===== config.mk =====
export PLATFORM = sky130hd
export DESIGN_NAME = irq_pin_cfg_write_protect
export DESIGN_NICKNAME = d
export VERILOG_FILES = /design/src/hdl/irq_pin_cfg_pkg.sv /design/src/hdl/irq_pin_cfg_write_protect.sv /design/src/hdl/irq_pin_driver.sv
export SDC_FILE = /design/constraint.sdc
export NUM_CORES = 1
export LEC_CHECK = 0
export ABC_AREA = 0
export BUFFER_PORTS_ARGS = -buffer_cell sky130_fd_sc_hd__buf_2
export CAP_MARGIN = 0
export CORE_MARGIN = 3
export CORE_UTILIZATION = 56
export CTS_BUF_LIST = sky130_fd_sc_hd__clkbuf_8
export DETAILED_ROUTE_END_ITERATION = 10
export PLACE_DENSITY = 0.86
export REMOVE_ABC_BUFFERS = 1
export SLEW_MARGIN = 25
export SYNTH_ARGS = -nofsm -noshare
export SYNTH_HDL_FRONTEND = slang
export SYNTH_SLANG_ARGS = --single-unit

===== constraint.sdc =====
create_clock -name clk -period 3.3 [get_ports clk]
set_input_delay 0.495 -clock clk [delete_from_list [all_inputs] [get_ports clk]]
set_output_delay 0.495 -clock clk [all_outputs]
set_load 0.05 [all_outputs]

===== src/hdl/irq_pin_cfg_pkg.sv =====
package irq_pin_cfg_pkg;

  // ****************************************************************
  // Register map
  // ****************************************************************

  // Register offsets on the serial configuration port.
  localparam logic [6:0] IRQ_PIN_CONFIG_ADDR    = 7'h7D;
  localparam logic [6:0] WRITE_PROTECT_KEY_ADDR = 7'h7E;

  // Reset values.
  localparam logic [7:0] IRQ_PIN_CONFIG_RESET    = 8'h02;
  localparam logic [7:0] WRITE_PROTECT_KEY_RESET = 8'h85;

  // Field positions inside the pin configuration register.
  localparam int unsigned POLARITY_BIT              = 0;
  localparam int unsigned TRISTATE_SELECT_BIT       = 1;
  localparam int unsigned GENERAL_OUTPUT_SELECT_BIT = 2;

  // Implemented bits of the pin configuration register.
  localparam logic [7:0] IRQ_PIN_CONFIG_MASK = 8'h07;

  // Key values.
  localparam logic [7:0] KEY_FULLY_UNPROTECTED  = 8'h85;
  localparam logic [7:0] KEY_SINGLE_UNPROTECTED = 8'h86;

  // Protection modes decoded from the key.
  typedef enum logic [1:0] {
    PROTECTED          = 2'b00,
    FULLY_UNPROTECTED  = 2'b01,
    SINGLE_UNPROTECTED = 2'b10
  } protect_mode_t;

endpackage : irq_pin_cfg_pkg


===== src/hdl/irq_pin_cfg_write_protect.sv =====
`timescale 1ns/1ps


module irq_pin_cfg_write_protect (
  input  wire logic       clk,
  input  wire logic       reset,
  input  wire logic       wr_en,
  input  wire logic       rd_en,
  input  wire logic [6:0] addr,
  input  wire logic [7:0] wr_data,
  input  wire logic       irq_active,
  output logic      [7:0] rd_data,
  output logic            rd_valid,
  output logic            other_write_allowed,
  output logic      [1:0] protect_mode,
  output logic            irq_pin_out,
  output logic            irq_pin_oe
);

  // ****************************************************************
  // Registers
  // ****************************************************************

  logic [7:0] irq_pin_config_reg;
  logic [7:0] irq_pin_config_next;
  logic [7:0] write_protect_key_reg;
  logic [7:0] write_protect_key_next;
  logic [7:0] rd_data_next;

  // Decode the protection mode from a key value. Only two key values
  // open the lock; every other value keeps the other registers protected.
  function automatic irq_pin_cfg_pkg::protect_mode_t decode_mode(
    input logic [7:0] key
  );
    if (key == irq_pin_cfg_pkg::KEY_FULLY_UNPROTECTED)
      decode_mode = irq_pin_cfg_pkg::FULLY_UNPROTECTED;
    else if (key == irq_pin_cfg_pkg::KEY_SINGLE_UNPROTECTED)
      decode_mode = irq_pin_cfg_pkg::SINGLE_UNPROTECTED;
    else
      decode_mode = irq_pin_cfg_pkg::PROTECTED;
  endfunction : decode_mode

  // Match the port address against one register offset.
  function automatic logic addr_match(
    input logic [6:0] a,
    input logic [6:0] target
  );
    addr_match = (a == target);
  endfunction : addr_match

  // ****************************************************************
  // Decode
  // ****************************************************************

  // Address decode and current protection state.
  irq_pin_cfg_pkg::protect_mode_t mode;
  assign mode = decode_mode(write_protect_key_reg);

  wire logic hit_cfg =
    addr_match(addr, irq_pin_cfg_pkg::IRQ_PIN_CONFIG_ADDR);
  wire logic hit_key =
    addr_match(addr, irq_pin_cfg_pkg::WRITE_PROTECT_KEY_ADDR);
  wire logic unlocked = (mode != irq_pin_cfg_pkg::PROTECTED);

  // ****************************************************************
  // Write gating
  // ****************************************************************

  // Key value that single mode falls back to after its one write. Any
  // value outside the two unlocking codes would do; zero is plainest.
  localparam logic [7:0] KEY_RELOCK = 8'h00;

  // A write to any register other than the key, which passes the lock.
  // Unmapped addresses count as well, so in single mode a stray write
  // uses up the one permitted write and software must re-arm.
  wire logic other_write = wr_en & ~hit_key & unlocked;

  // Pin configuration takes only its implemented bits.
  assign irq_pin_config_next = (other_write & hit_cfg)
    ? (wr_data & irq_pin_cfg_pkg::IRQ_PIN_CONFIG_MASK)
    : irq_pin_config_reg;

  // Key is writable in every mode and wins over the relock; single
  // mode relocks after one other write.
  assign write_protect_key_next =
    (wr_en & hit_key) ? wr_data :
    (other_write & (mode == irq_pin_cfg_pkg::SINGLE_UNPROTECTED))
      ? KEY_RELOCK : write_protect_key_reg;

  // ****************************************************************
  // Read path and flags
  // ****************************************************************

  // Read data mux; unmapped addresses read as zero.
  assign rd_data_next =
    hit_cfg ? irq_pin_config_reg :
    hit_key ? write_protect_key_reg : 8'h00;

  // Hold the last read value until the next read strobe.
  wire logic [7:0] rd_data_hold = rd_en ? rd_data_next : rd_data;

  // Read answer and write pass flags are pulses one cycle after the
  // strobe that caused them.
  wire logic rd_valid_next            = rd_en;
  wire logic other_write_allowed_next = other_write;

  // Mode follows the key that the next edge stores, so the mode output
  // and the key register always change on the same edge.
  irq_pin_cfg_pkg::protect_mode_t protect_mode_next;
  assign protect_mode_next = decode_mode(write_protect_key_next);

  // ****************************************************************
  // State
  // ****************************************************************

  // Pin configuration register; reset leaves the pin tri-stated when
  // inactive and active low.
  always_ff @(posedge clk)
  begin
    if (reset)
    begin
      irq_pin_config_reg <= irq_pin_cfg_pkg::IRQ_PIN_CONFIG_RESET;
    end
    else
    begin
      irq_pin_config_reg <= irq_pin_config_next;
    end
  end

  // Key register; reset leaves the device fully unprotected.
  always_ff @(posedge clk)
  begin
    if (reset)
    begin
      write_protect_key_reg <=
        irq_pin_cfg_pkg::WRITE_PROTECT_KEY_RESET;
    end
    else
    begin
      write_protect_key_reg <= write_protect_key_next;
    end
  end

  // Read data output register.
  always_ff @(posedge clk)
  begin
    if (reset)
    begin
      rd_data <= 8'h00;
    end
    else
    begin
      rd_data <= rd_data_hold;
    end
  end

  // Read answer pulse.
  always_ff @(posedge clk)
  begin
    if (reset)
    begin
      rd_valid <= 1'b0;
    end
    else
    begin
      rd_valid <= rd_valid_next;
    end
  end

  // Pulse for a non-key write that passed the lock.
  always_ff @(posedge clk)
  begin
    if (reset)
    begin
      other_write_allowed <= 1'b0;
    end
    else
    begin
      other_write_allowed <= other_write_allowed_next;
    end
  end

  // Protection mode output, kept in step with the key register.
  always_ff @(posedge clk)
  begin
    if (reset)
    begin
      protect_mode <= irq_pin_cfg_pkg::FULLY_UNPROTECTED;
    end
    else
    begin
      protect_mode <= protect_mode_next;
    end
  end

  // ****************************************************************
  // Interrupt pin
  // ****************************************************************

  // Pin driver runs from the stored configuration. A new configuration
  // reaches the pin two edges after its write, an interrupt one edge
  // after it is raised.
  irq_pin_driver u_pin (
    .clk          (clk),
    .reset        (reset),
    .config_value (irq_pin_config_reg),
    .irq_active   (irq_active),
    .irq_pin_out  (irq_pin_out),
    .irq_pin_oe   (irq_pin_oe)
  );

endmodule : irq_pin_cfg_write_protect


===== src/hdl/irq_pin_driver.sv =====
`timescale 1ns/1ps

// Registered driver for the interrupt pin.
module irq_pin_driver (
  input  wire logic       clk,
  input  wire logic       reset,
  input  wire logic [7:0] config_value,
  input  wire logic       irq_active,
  output logic            irq_pin_out,
  output logic            irq_pin_oe
);

  // ****************************************************************
  // Pin level and enable
  // ****************************************************************

  // Decode the configuration fields.
  wire logic gpo_sel  =
    config_value[irq_pin_cfg_pkg::GENERAL_OUTPUT_SELECT_BIT];
  wire logic tri_sel  = config_value[irq_pin_cfg_pkg::TRISTATE_SELECT_BIT];
  wire logic polarity = config_value[irq_pin_cfg_pkg::POLARITY_BIT];

  // In output mode the pin is always asserted at the polarity level.
  wire logic asserted = gpo_sel | irq_active;

  // Active level follows polarity, inactive level is its inverse.
  wire logic level_next = asserted ? polarity : ~polarity;

  // Driven always, or only while asserted when tri-state is selected.
  wire logic oe_next = ~tri_sel | asserted;

  // Pin outputs come straight from flip-flops.
  always_ff @(posedge clk)
  begin
    if (reset)
    begin
      irq_pin_out <= 1'b1;
      irq_pin_oe  <= 1'b0;
    end
    else
    begin
      irq_pin_out <= level_next;
      irq_pin_oe  <= oe_next;
    end
  end

endmodule : irq_pin_driver


==> flow_metrics.env, run 1 <==
export IMPL_status="completed"
export IMPL_firstDrtPassIters=4
export IMPL_clock_skew_ns=0.00546
export IMPL_ys_ff_latch=25
export IMPL_drive_gt1_share_pct=25.5
export IMPL_antenna_left=0
export IMPL_pwr_share_clk_pct=33.9
export IMPL_cts_buffers=3
export IMPL_intPower_uw=409
export IMPL_dp_hpwl_mm=1.82
export IMPL_ir_drop_mv=0.238
export IMPL_cp_start_kind="flop"
export IMPL_nFillCells=136
export IMPL_worst_pin_slew_ns=0.578
export IMPL_period_needed_ns=1.60
export IMPL_initial_core_util_pct=61.5
export IMPL_netlist_area_mm2=0.00110
export IMPL_final_nets=182
export IMPL_p_sw_share_pct=24.6
export IMPL_die_height_um=50.2
export IMPL_cts_max_level=1
export IMPL_clockBufferDepth=2
export IMPL_wirelength_mm=2.47
export IMPL_clk_pin_slew_ns=0.09
export IMPL_synthDistinctLibCells=32
export IMPL_yosys_warnings=0
export IMPL_syn_area_per_cell_um2=8.56
export IMPL_wl_per_cell_um=13.3
export IMPL_port_buffers=33
export IMPL_post_route_period_util_pct=48.4
export IMPL_setup_viol=0
export IMPL_cp_arrival_ns=1.76
export IMPL_synth_area_leaders="dfxtp_1, nand2_1, a21oi_1"
export IMPL_fp_dieW_um=50.2
export IMPL_pre_cts_slack_ns=1.45
export IMPL_place_inst=182
export IMPL_synthTopCellsByCount="dfxtp_1, nand2_1, a21oi_1"
export IMPL_async_reset_ff_share_pct=0
export IMPL_p_leak_uw=0.000572
export IMPL_yosysMostFrequentCell="dfxtp_1"
export IMPL_grt_pass1_vias=976
export IMPL_cp_max_fo=4
export IMPL_fmaxAchievable_mhz=627
export IMPL_grt_max_degree=25
export IMPL_antenna_found_initial=0
export IMPL_seqCellArea_um2=500
export IMPL_fin_cells=186
export IMPL_die_area_mm2=0.00252
export IMPL_sequentialPowerShare_pct=56.5
export IMPL_drt_initial_drc_count=30
export IMPL_grt_pass1_wl_mm=4.11
export IMPL_power_frac_comb_pct=9.6
export IMPL_synthToLayoutAreaGrowth_pct=20.3
export IMPL_ys_flop_type="dfxtp_1"
export IMPL_gp_congestion=0.877
export IMPL_drv_cap=0
export IMPL_routed_via_density=5.62
export IMPL_clock_root_buffer="clkbuf_8"
export IMPL_gr_total_overflow=0
export IMPL_crit_path_end_kind="flop"
export IMPL_cp_required_ns=3.46
export IMPL_p_per_area_mw_per_mm2=411
export IMPL_postCtsSetupBuffers=0
export IMPL_vias=1046
export IMPL_multi_input_area_um2=562
export IMPL_holdWs_ns=0.468
export IMPL_cts_hold_buffers=0
export IMPL_p_sw_uw=134
export IMPL_syn_instance_count=128
export IMPL_synth_largest_area_cell="dfxtp_1"
export IMPL_netlist_area_leader_share_pct=45.7
export IMPL_io_pins=34
export IMPL_insertion_delay_ns=0.27
export IMPL_slew_violations=0
export IMPL_ctsResizeCount=0
export IMPL_grt_use_total_pct=21.4
export IMPL_hold_violations=0
export IMPL_synth_edf_count=0
export IMPL_cts_sinks=25
export IMPL_rsz0062_at_grt="false"
export IMPL_crit_type="reg -> reg"
export IMPL_cts_tree="done"
export IMPL_yosysSeqAreaShare_pct=45.7
export IMPL_hp_class="reg -> reg"
export IMPL_drc=0
export IMPL_core_area_mm2=0.00178
export IMPL_max_slew_margin_pct=61.3
export IMPL_tns_ns=0
export IMPL_setup_ws_ns=1.70
export IMPL_diodes=0
export IMPL_rows=15
per-stage QoR:
| step | utilization (%) | instance area (um^2) | total power, uW |
|---|---|---|---|
| 2_1_floorplan | - | 1070 | 339 |
| 3_3_place_gp | 71.2 | 1270 | 364 |
| 3_5_place_dp | 71.2 | 1270 | 365 |
| 4_1_cts | 74.0 | 1320 | 545 |
| 5_1_grt | 74.0 | 1320 | 561 |
| 6_report | 74.0 | 1320 | 543 |
layout make-up:
| cell class | instances | share of cell area [%] |
|---|---|---|
| Sequential cell | 25 | 38.0 |
| Tap cell | 25 | 2.37 |
| Clock buffer | 3 | 3.13 |
| Multi-Input combinational cell | 96 | 42.6 |
| Clock inverter | 1 | 0.569 |
| Timing Repair Buffer | 33 | 12.5 |
| Inverter | 3 | 0.854 |
power groups by stage:
stage / combinational (uW) / clock (uW) / sequential, uW
after global placement: 50.4 / 0 / 314
after CTS: 51.7 / 187 / 307
after detailed placement: 51.6 / 0 / 314
final: 52.1 / 184 / 307
after global routing: 56.4 / 197 / 307
after floorplan: 12.7 / 0 / 327
per-layer routing:
layer	track usage [%]	vias up	part of all wire, %
met5	0	-	0
met4	11.5	0	2.0
met3	5.34	7	6.5
met2	34.8	31	48
met1	25.7	487	44
li1	-	521	-
final timing paths:
path	start	to	slack, ns	cells past startpoint
max reg2reg	write_protect_key_reg[3]	irq_pin_config_reg[1]	1.70	3
min reg2reg	rd_data[3]	rd_data[3]	0.47	2
min	rd_data[3]	rd_data[3]	0.47	2
max	write_protect_key_reg[3]	irq_pin_config_reg[1]	1.70	3
kinds of logic after synthesis:
kind of cell | after synthesis | synth area share [%]
multiplexers | 2 | 1.83
AO/OA/AOI/OAI | 27 | 16.8
XOR/XNOR | 2 | 1.60
flip-flops | 25 | 45.7
AND/OR/NAND/NOR | 65 | 31.1
buffers and inverters | 7 | 3.08
cell usage in the layout, fill, tap and decap left out, drive strengths merged, types with 3 or more instances in the layout:
cell	instances
buf	33
dfxtp	25
nand2	19
a21oi	14
nand3	9
nor2	9
nand2b	6
nor2b	5
nand3b	3
inv	3
clkbuf	3
o21ai	3
worst max-delay path: stages, from the launching register on:
cell	delay, ns
dfxtp_1	0.35
nor4_1	0.47
nand4_1	0.32
a211o_1	0.35
Note: power is estimated with default switching activity, not from simulation.
==> run 2, diff against run 1 <==
Settings changed: ABC_AREA 0 to 1, CORE_UTILIZATION 56 to 47, PLACE_DENSITY 0.86 to 0.77.
Clock period 3.3 ns to 1.4 ns, I/O delays scaled along.
==> run 2 against run 1 <==
- count of clock-buffer cells in the layout is the same
- cell area increased by 9.3%
- first-iteration DRC count down 3.3%
- global-route usage shrank 4.5 points
- largest cell class unchanged
==> flow_metrics.env, run 2 <==
export IMPL_finalPower_uw=1310
export IMPL_final_util_pct=63.9
export IMPL_crit_path_end_kind="flop"
export IMPL_async_reset_ff_share_pct=0
export IMPL_cts_max_level=1
export IMPL_wl_per_cell_um=11.6
export IMPL_netlist_area_mm2=0.00114
export IMPL_port_buffers=33
export IMPL_ir_drop_mv=0.565
export IMPL_cts_sinks=25
export IMPL_synth_edf_count=0
export IMPL_yosysMostFrequentCell="nand2_1"
export IMPL_synthDistinctLibCells=23
export IMPL_p_sw_share_pct=25.8
export IMPL_clock_root_buffer="clkbuf_8"
export IMPL_intPower_uw=968
export IMPL_diodes=0
export IMPL_clockBufferDepth=2
export IMPL_grt_pass1_wl_mm=4.29
export IMPL_cp_start_kind="flop"
export IMPL_initial_core_util_pct=50.7
export IMPL_cts_hold_buffers=0
export IMPL_yosysSeqAreaShare_pct=43.8
export IMPL_power_frac_comb_pct=11.7
export IMPL_clock_skew_ns=0.00689
export IMPL_grt_pass1_vias=1019
export IMPL_period_needed_ns=1.31
export IMPL_status="completed"
export IMPL_slew_violations=0
export IMPL_io_pins=34
export IMPL_crit_top_cell="nand2_2"
export IMPL_synth_area_leaders="dfxtp_1, nand2_1, inv_1"
export IMPL_clk_pin_slew_ns=0.09
export IMPL_crit_chain="inv_2 -> nor2_4 -> nand2_2 -> nor2_2 -> nand3_2 -> nand2_2 -> buf_4 -> a21oi_4 -> nand2_1 -> nor2_1"
export IMPL_cp_max_fo=3
export IMPL_final_cell_mix="nand2_1, buf_2, dfxtp_1"
export IMPL_ys_flop_type="dfxtp_1"
export IMPL_drive_gt1_share_pct=34.2
export IMPL_setup_viol=0
export IMPL_worst_pin_slew_ns=0.322
export IMPL_seqCellArea_um2=504
export IMPL_synthTopCellsByCount="nand2_1, dfxtp_1, inv_1"
export IMPL_fmaxAchievable_mhz=762
export IMPL_antenna_found_initial=0
export IMPL_rows=17
export IMPL_p_sw_uw=337
export IMPL_crit_type="reg -> reg"
export IMPL_drv_cap=0
export IMPL_cp_required_ns=1.57
export IMPL_nFillCells=219
export IMPL_sequentialPowerShare_pct=55.7
export IMPL_drt_initial_drc_count=29
export IMPL_wirelength_mm=2.60
export IMPL_p_leak_uw=0.000751
export IMPL_die_height_um=55.3
export IMPL_firstDrtPassIters=4
export IMPL_routed_via_density=5.00
export IMPL_hp_class="in -> reg"
export IMPL_antenna_left=0
export IMPL_cts_tree="done"
export IMPL_placed_area_mm2=0.00134
export IMPL_design_area_mm2=0.00144
export IMPL_drc=0
export IMPL_grt_use_total_pct=16.9
export IMPL_gp_congestion=0.906
export IMPL_gr_total_overflow=0
export IMPL_final_nets=217
export IMPL_cts_buffers=3
export IMPL_synth_largest_area_cell="dfxtp_1"
export IMPL_mostFrequentLayoutCell="nand2_1"
export IMPL_syn_area_per_cell_um2=7.28
export IMPL_fp_dieW_um=55.3
export IMPL_netlist_area_leader_share_pct=43.8
export IMPL_die_area_mm2=0.00306
export IMPL_core_area_mm2=0.00225
export IMPL_yosys_warnings=0
export IMPL_cp_arrival_ns=1.48
export IMPL_max_slew_margin_pct=78.5
export IMPL_cp_slowest_cell="dfxtp_2"
export IMPL_vias=1120
export IMPL_insertion_delay_ns=0.27
export IMPL_p_per_area_mw_per_mm2=906
export IMPL_pwr_share_clk_pct=32.6
export IMPL_post_route_period_util_pct=93.7
export IMPL_dp_hpwl_mm=1.96
export IMPL_hold_violations=0
export IMPL_rsz0062_at_grt="true"
export IMPL_multi_input_area_um2=569
export IMPL_grt_max_degree=15
export IMPL_ys_ff_latch=25
export IMPL_syn_instance_count=157
export IMPL_critPathMaxStageDelay_ns=0.36
export IMPL_synthToLayoutAreaGrowth_pct=26.0
[run 2: changes by cell type after synthesis, sizes merged, moves of 5 or more]
cell / change
o211ai: +5
inv: +19
nand2b: -6
nor2: +12
nand4: +6
nor2b: -5
nand2: +30
[run 2: cells by family after synthesis]
kind of cell	Yosys count	synth area share (%)
AO/OA/AOI/OAI	20	11.2
buffers and inverters	26	8.75
flip-flops	25	43.8
AND/OR/NAND/NOR	86	36.3
[run 2: path summary, 6_finish.rpt]
path	start	end	slack [ns]	cells past startpoint
hold / removal	wr_data[7]	write_protect_key_reg[7]	0.20	3
setup / recovery	write_protect_key_reg[2]	protect_mode[1]	0.09	10
hold reg to reg	rd_data[7]	rd_data[7]	0.47	2
setup reg to reg	write_protect_key_reg[2]	protect_mode[1]	0.09	10
[run 2: metal layers]
metal	up-vias	global-route usage, %	share of wire, %	wire length (um)
met5	-	0	0	0
met4	0	7.29	1.2	31
met3	5	3.50	6.8	177
met2	39	28.5	47	1230
met1	502	20.7	45	1160
li1	574	-	-	-
[run 2: repair_timing]
item                       4_1_cts  5_1_grt
buffers inserted                 0        3
setup endpoints to repair        0        5
resized for setup                0       13
[run 2: stage by stage]
stage          hold slack [ns]  setup WS [ns]  cells  TNS [ns]
5_1_grt                  0.208        -0.0315    224   -0.0315
4_1_cts                  0.183         0.0306    221         0
3_5_place_dp             0.453         0.0452    217         0
6_report                 0.203         0.0882    224         0
2_1_floorplan            0.274          0.209    155         0
3_3_place_gp             0.451         0.0779    217         0
[run 2: power by group through the flow]
stage / logic, uW / registers (uW) / clock network [uW]
after detailed placement: 151 / 744 / 0
final: 152 / 727 / 426
after global placement: 148 / 744 / 0
after floorplan: 45.4 / 785 / 0
after global routing: 165 / 729 / 464
after CTS: 151 / 727 / 434
[run 2: worst max-delay path, delay by kind of cell, from the launching register on]
family | cells | cell delay, ns
simple gates | 7 | 0.64
buf+inv | 2 | 0.16
flops | 1 | 0.36
compound gates | 1 | 0.04
[run 2: cell type report]
type                            instances  share of cell area (%)
Clock inverter                          1                   0.347
Multi-Input combinational cell        106                    39.5
Sequential cell                        25                    35.0
Clock buffer                            3                    2.86
Timing Repair Buffer                   37                    13.5
Inverter                               24                    6.34
Tap cell                               28                    2.43
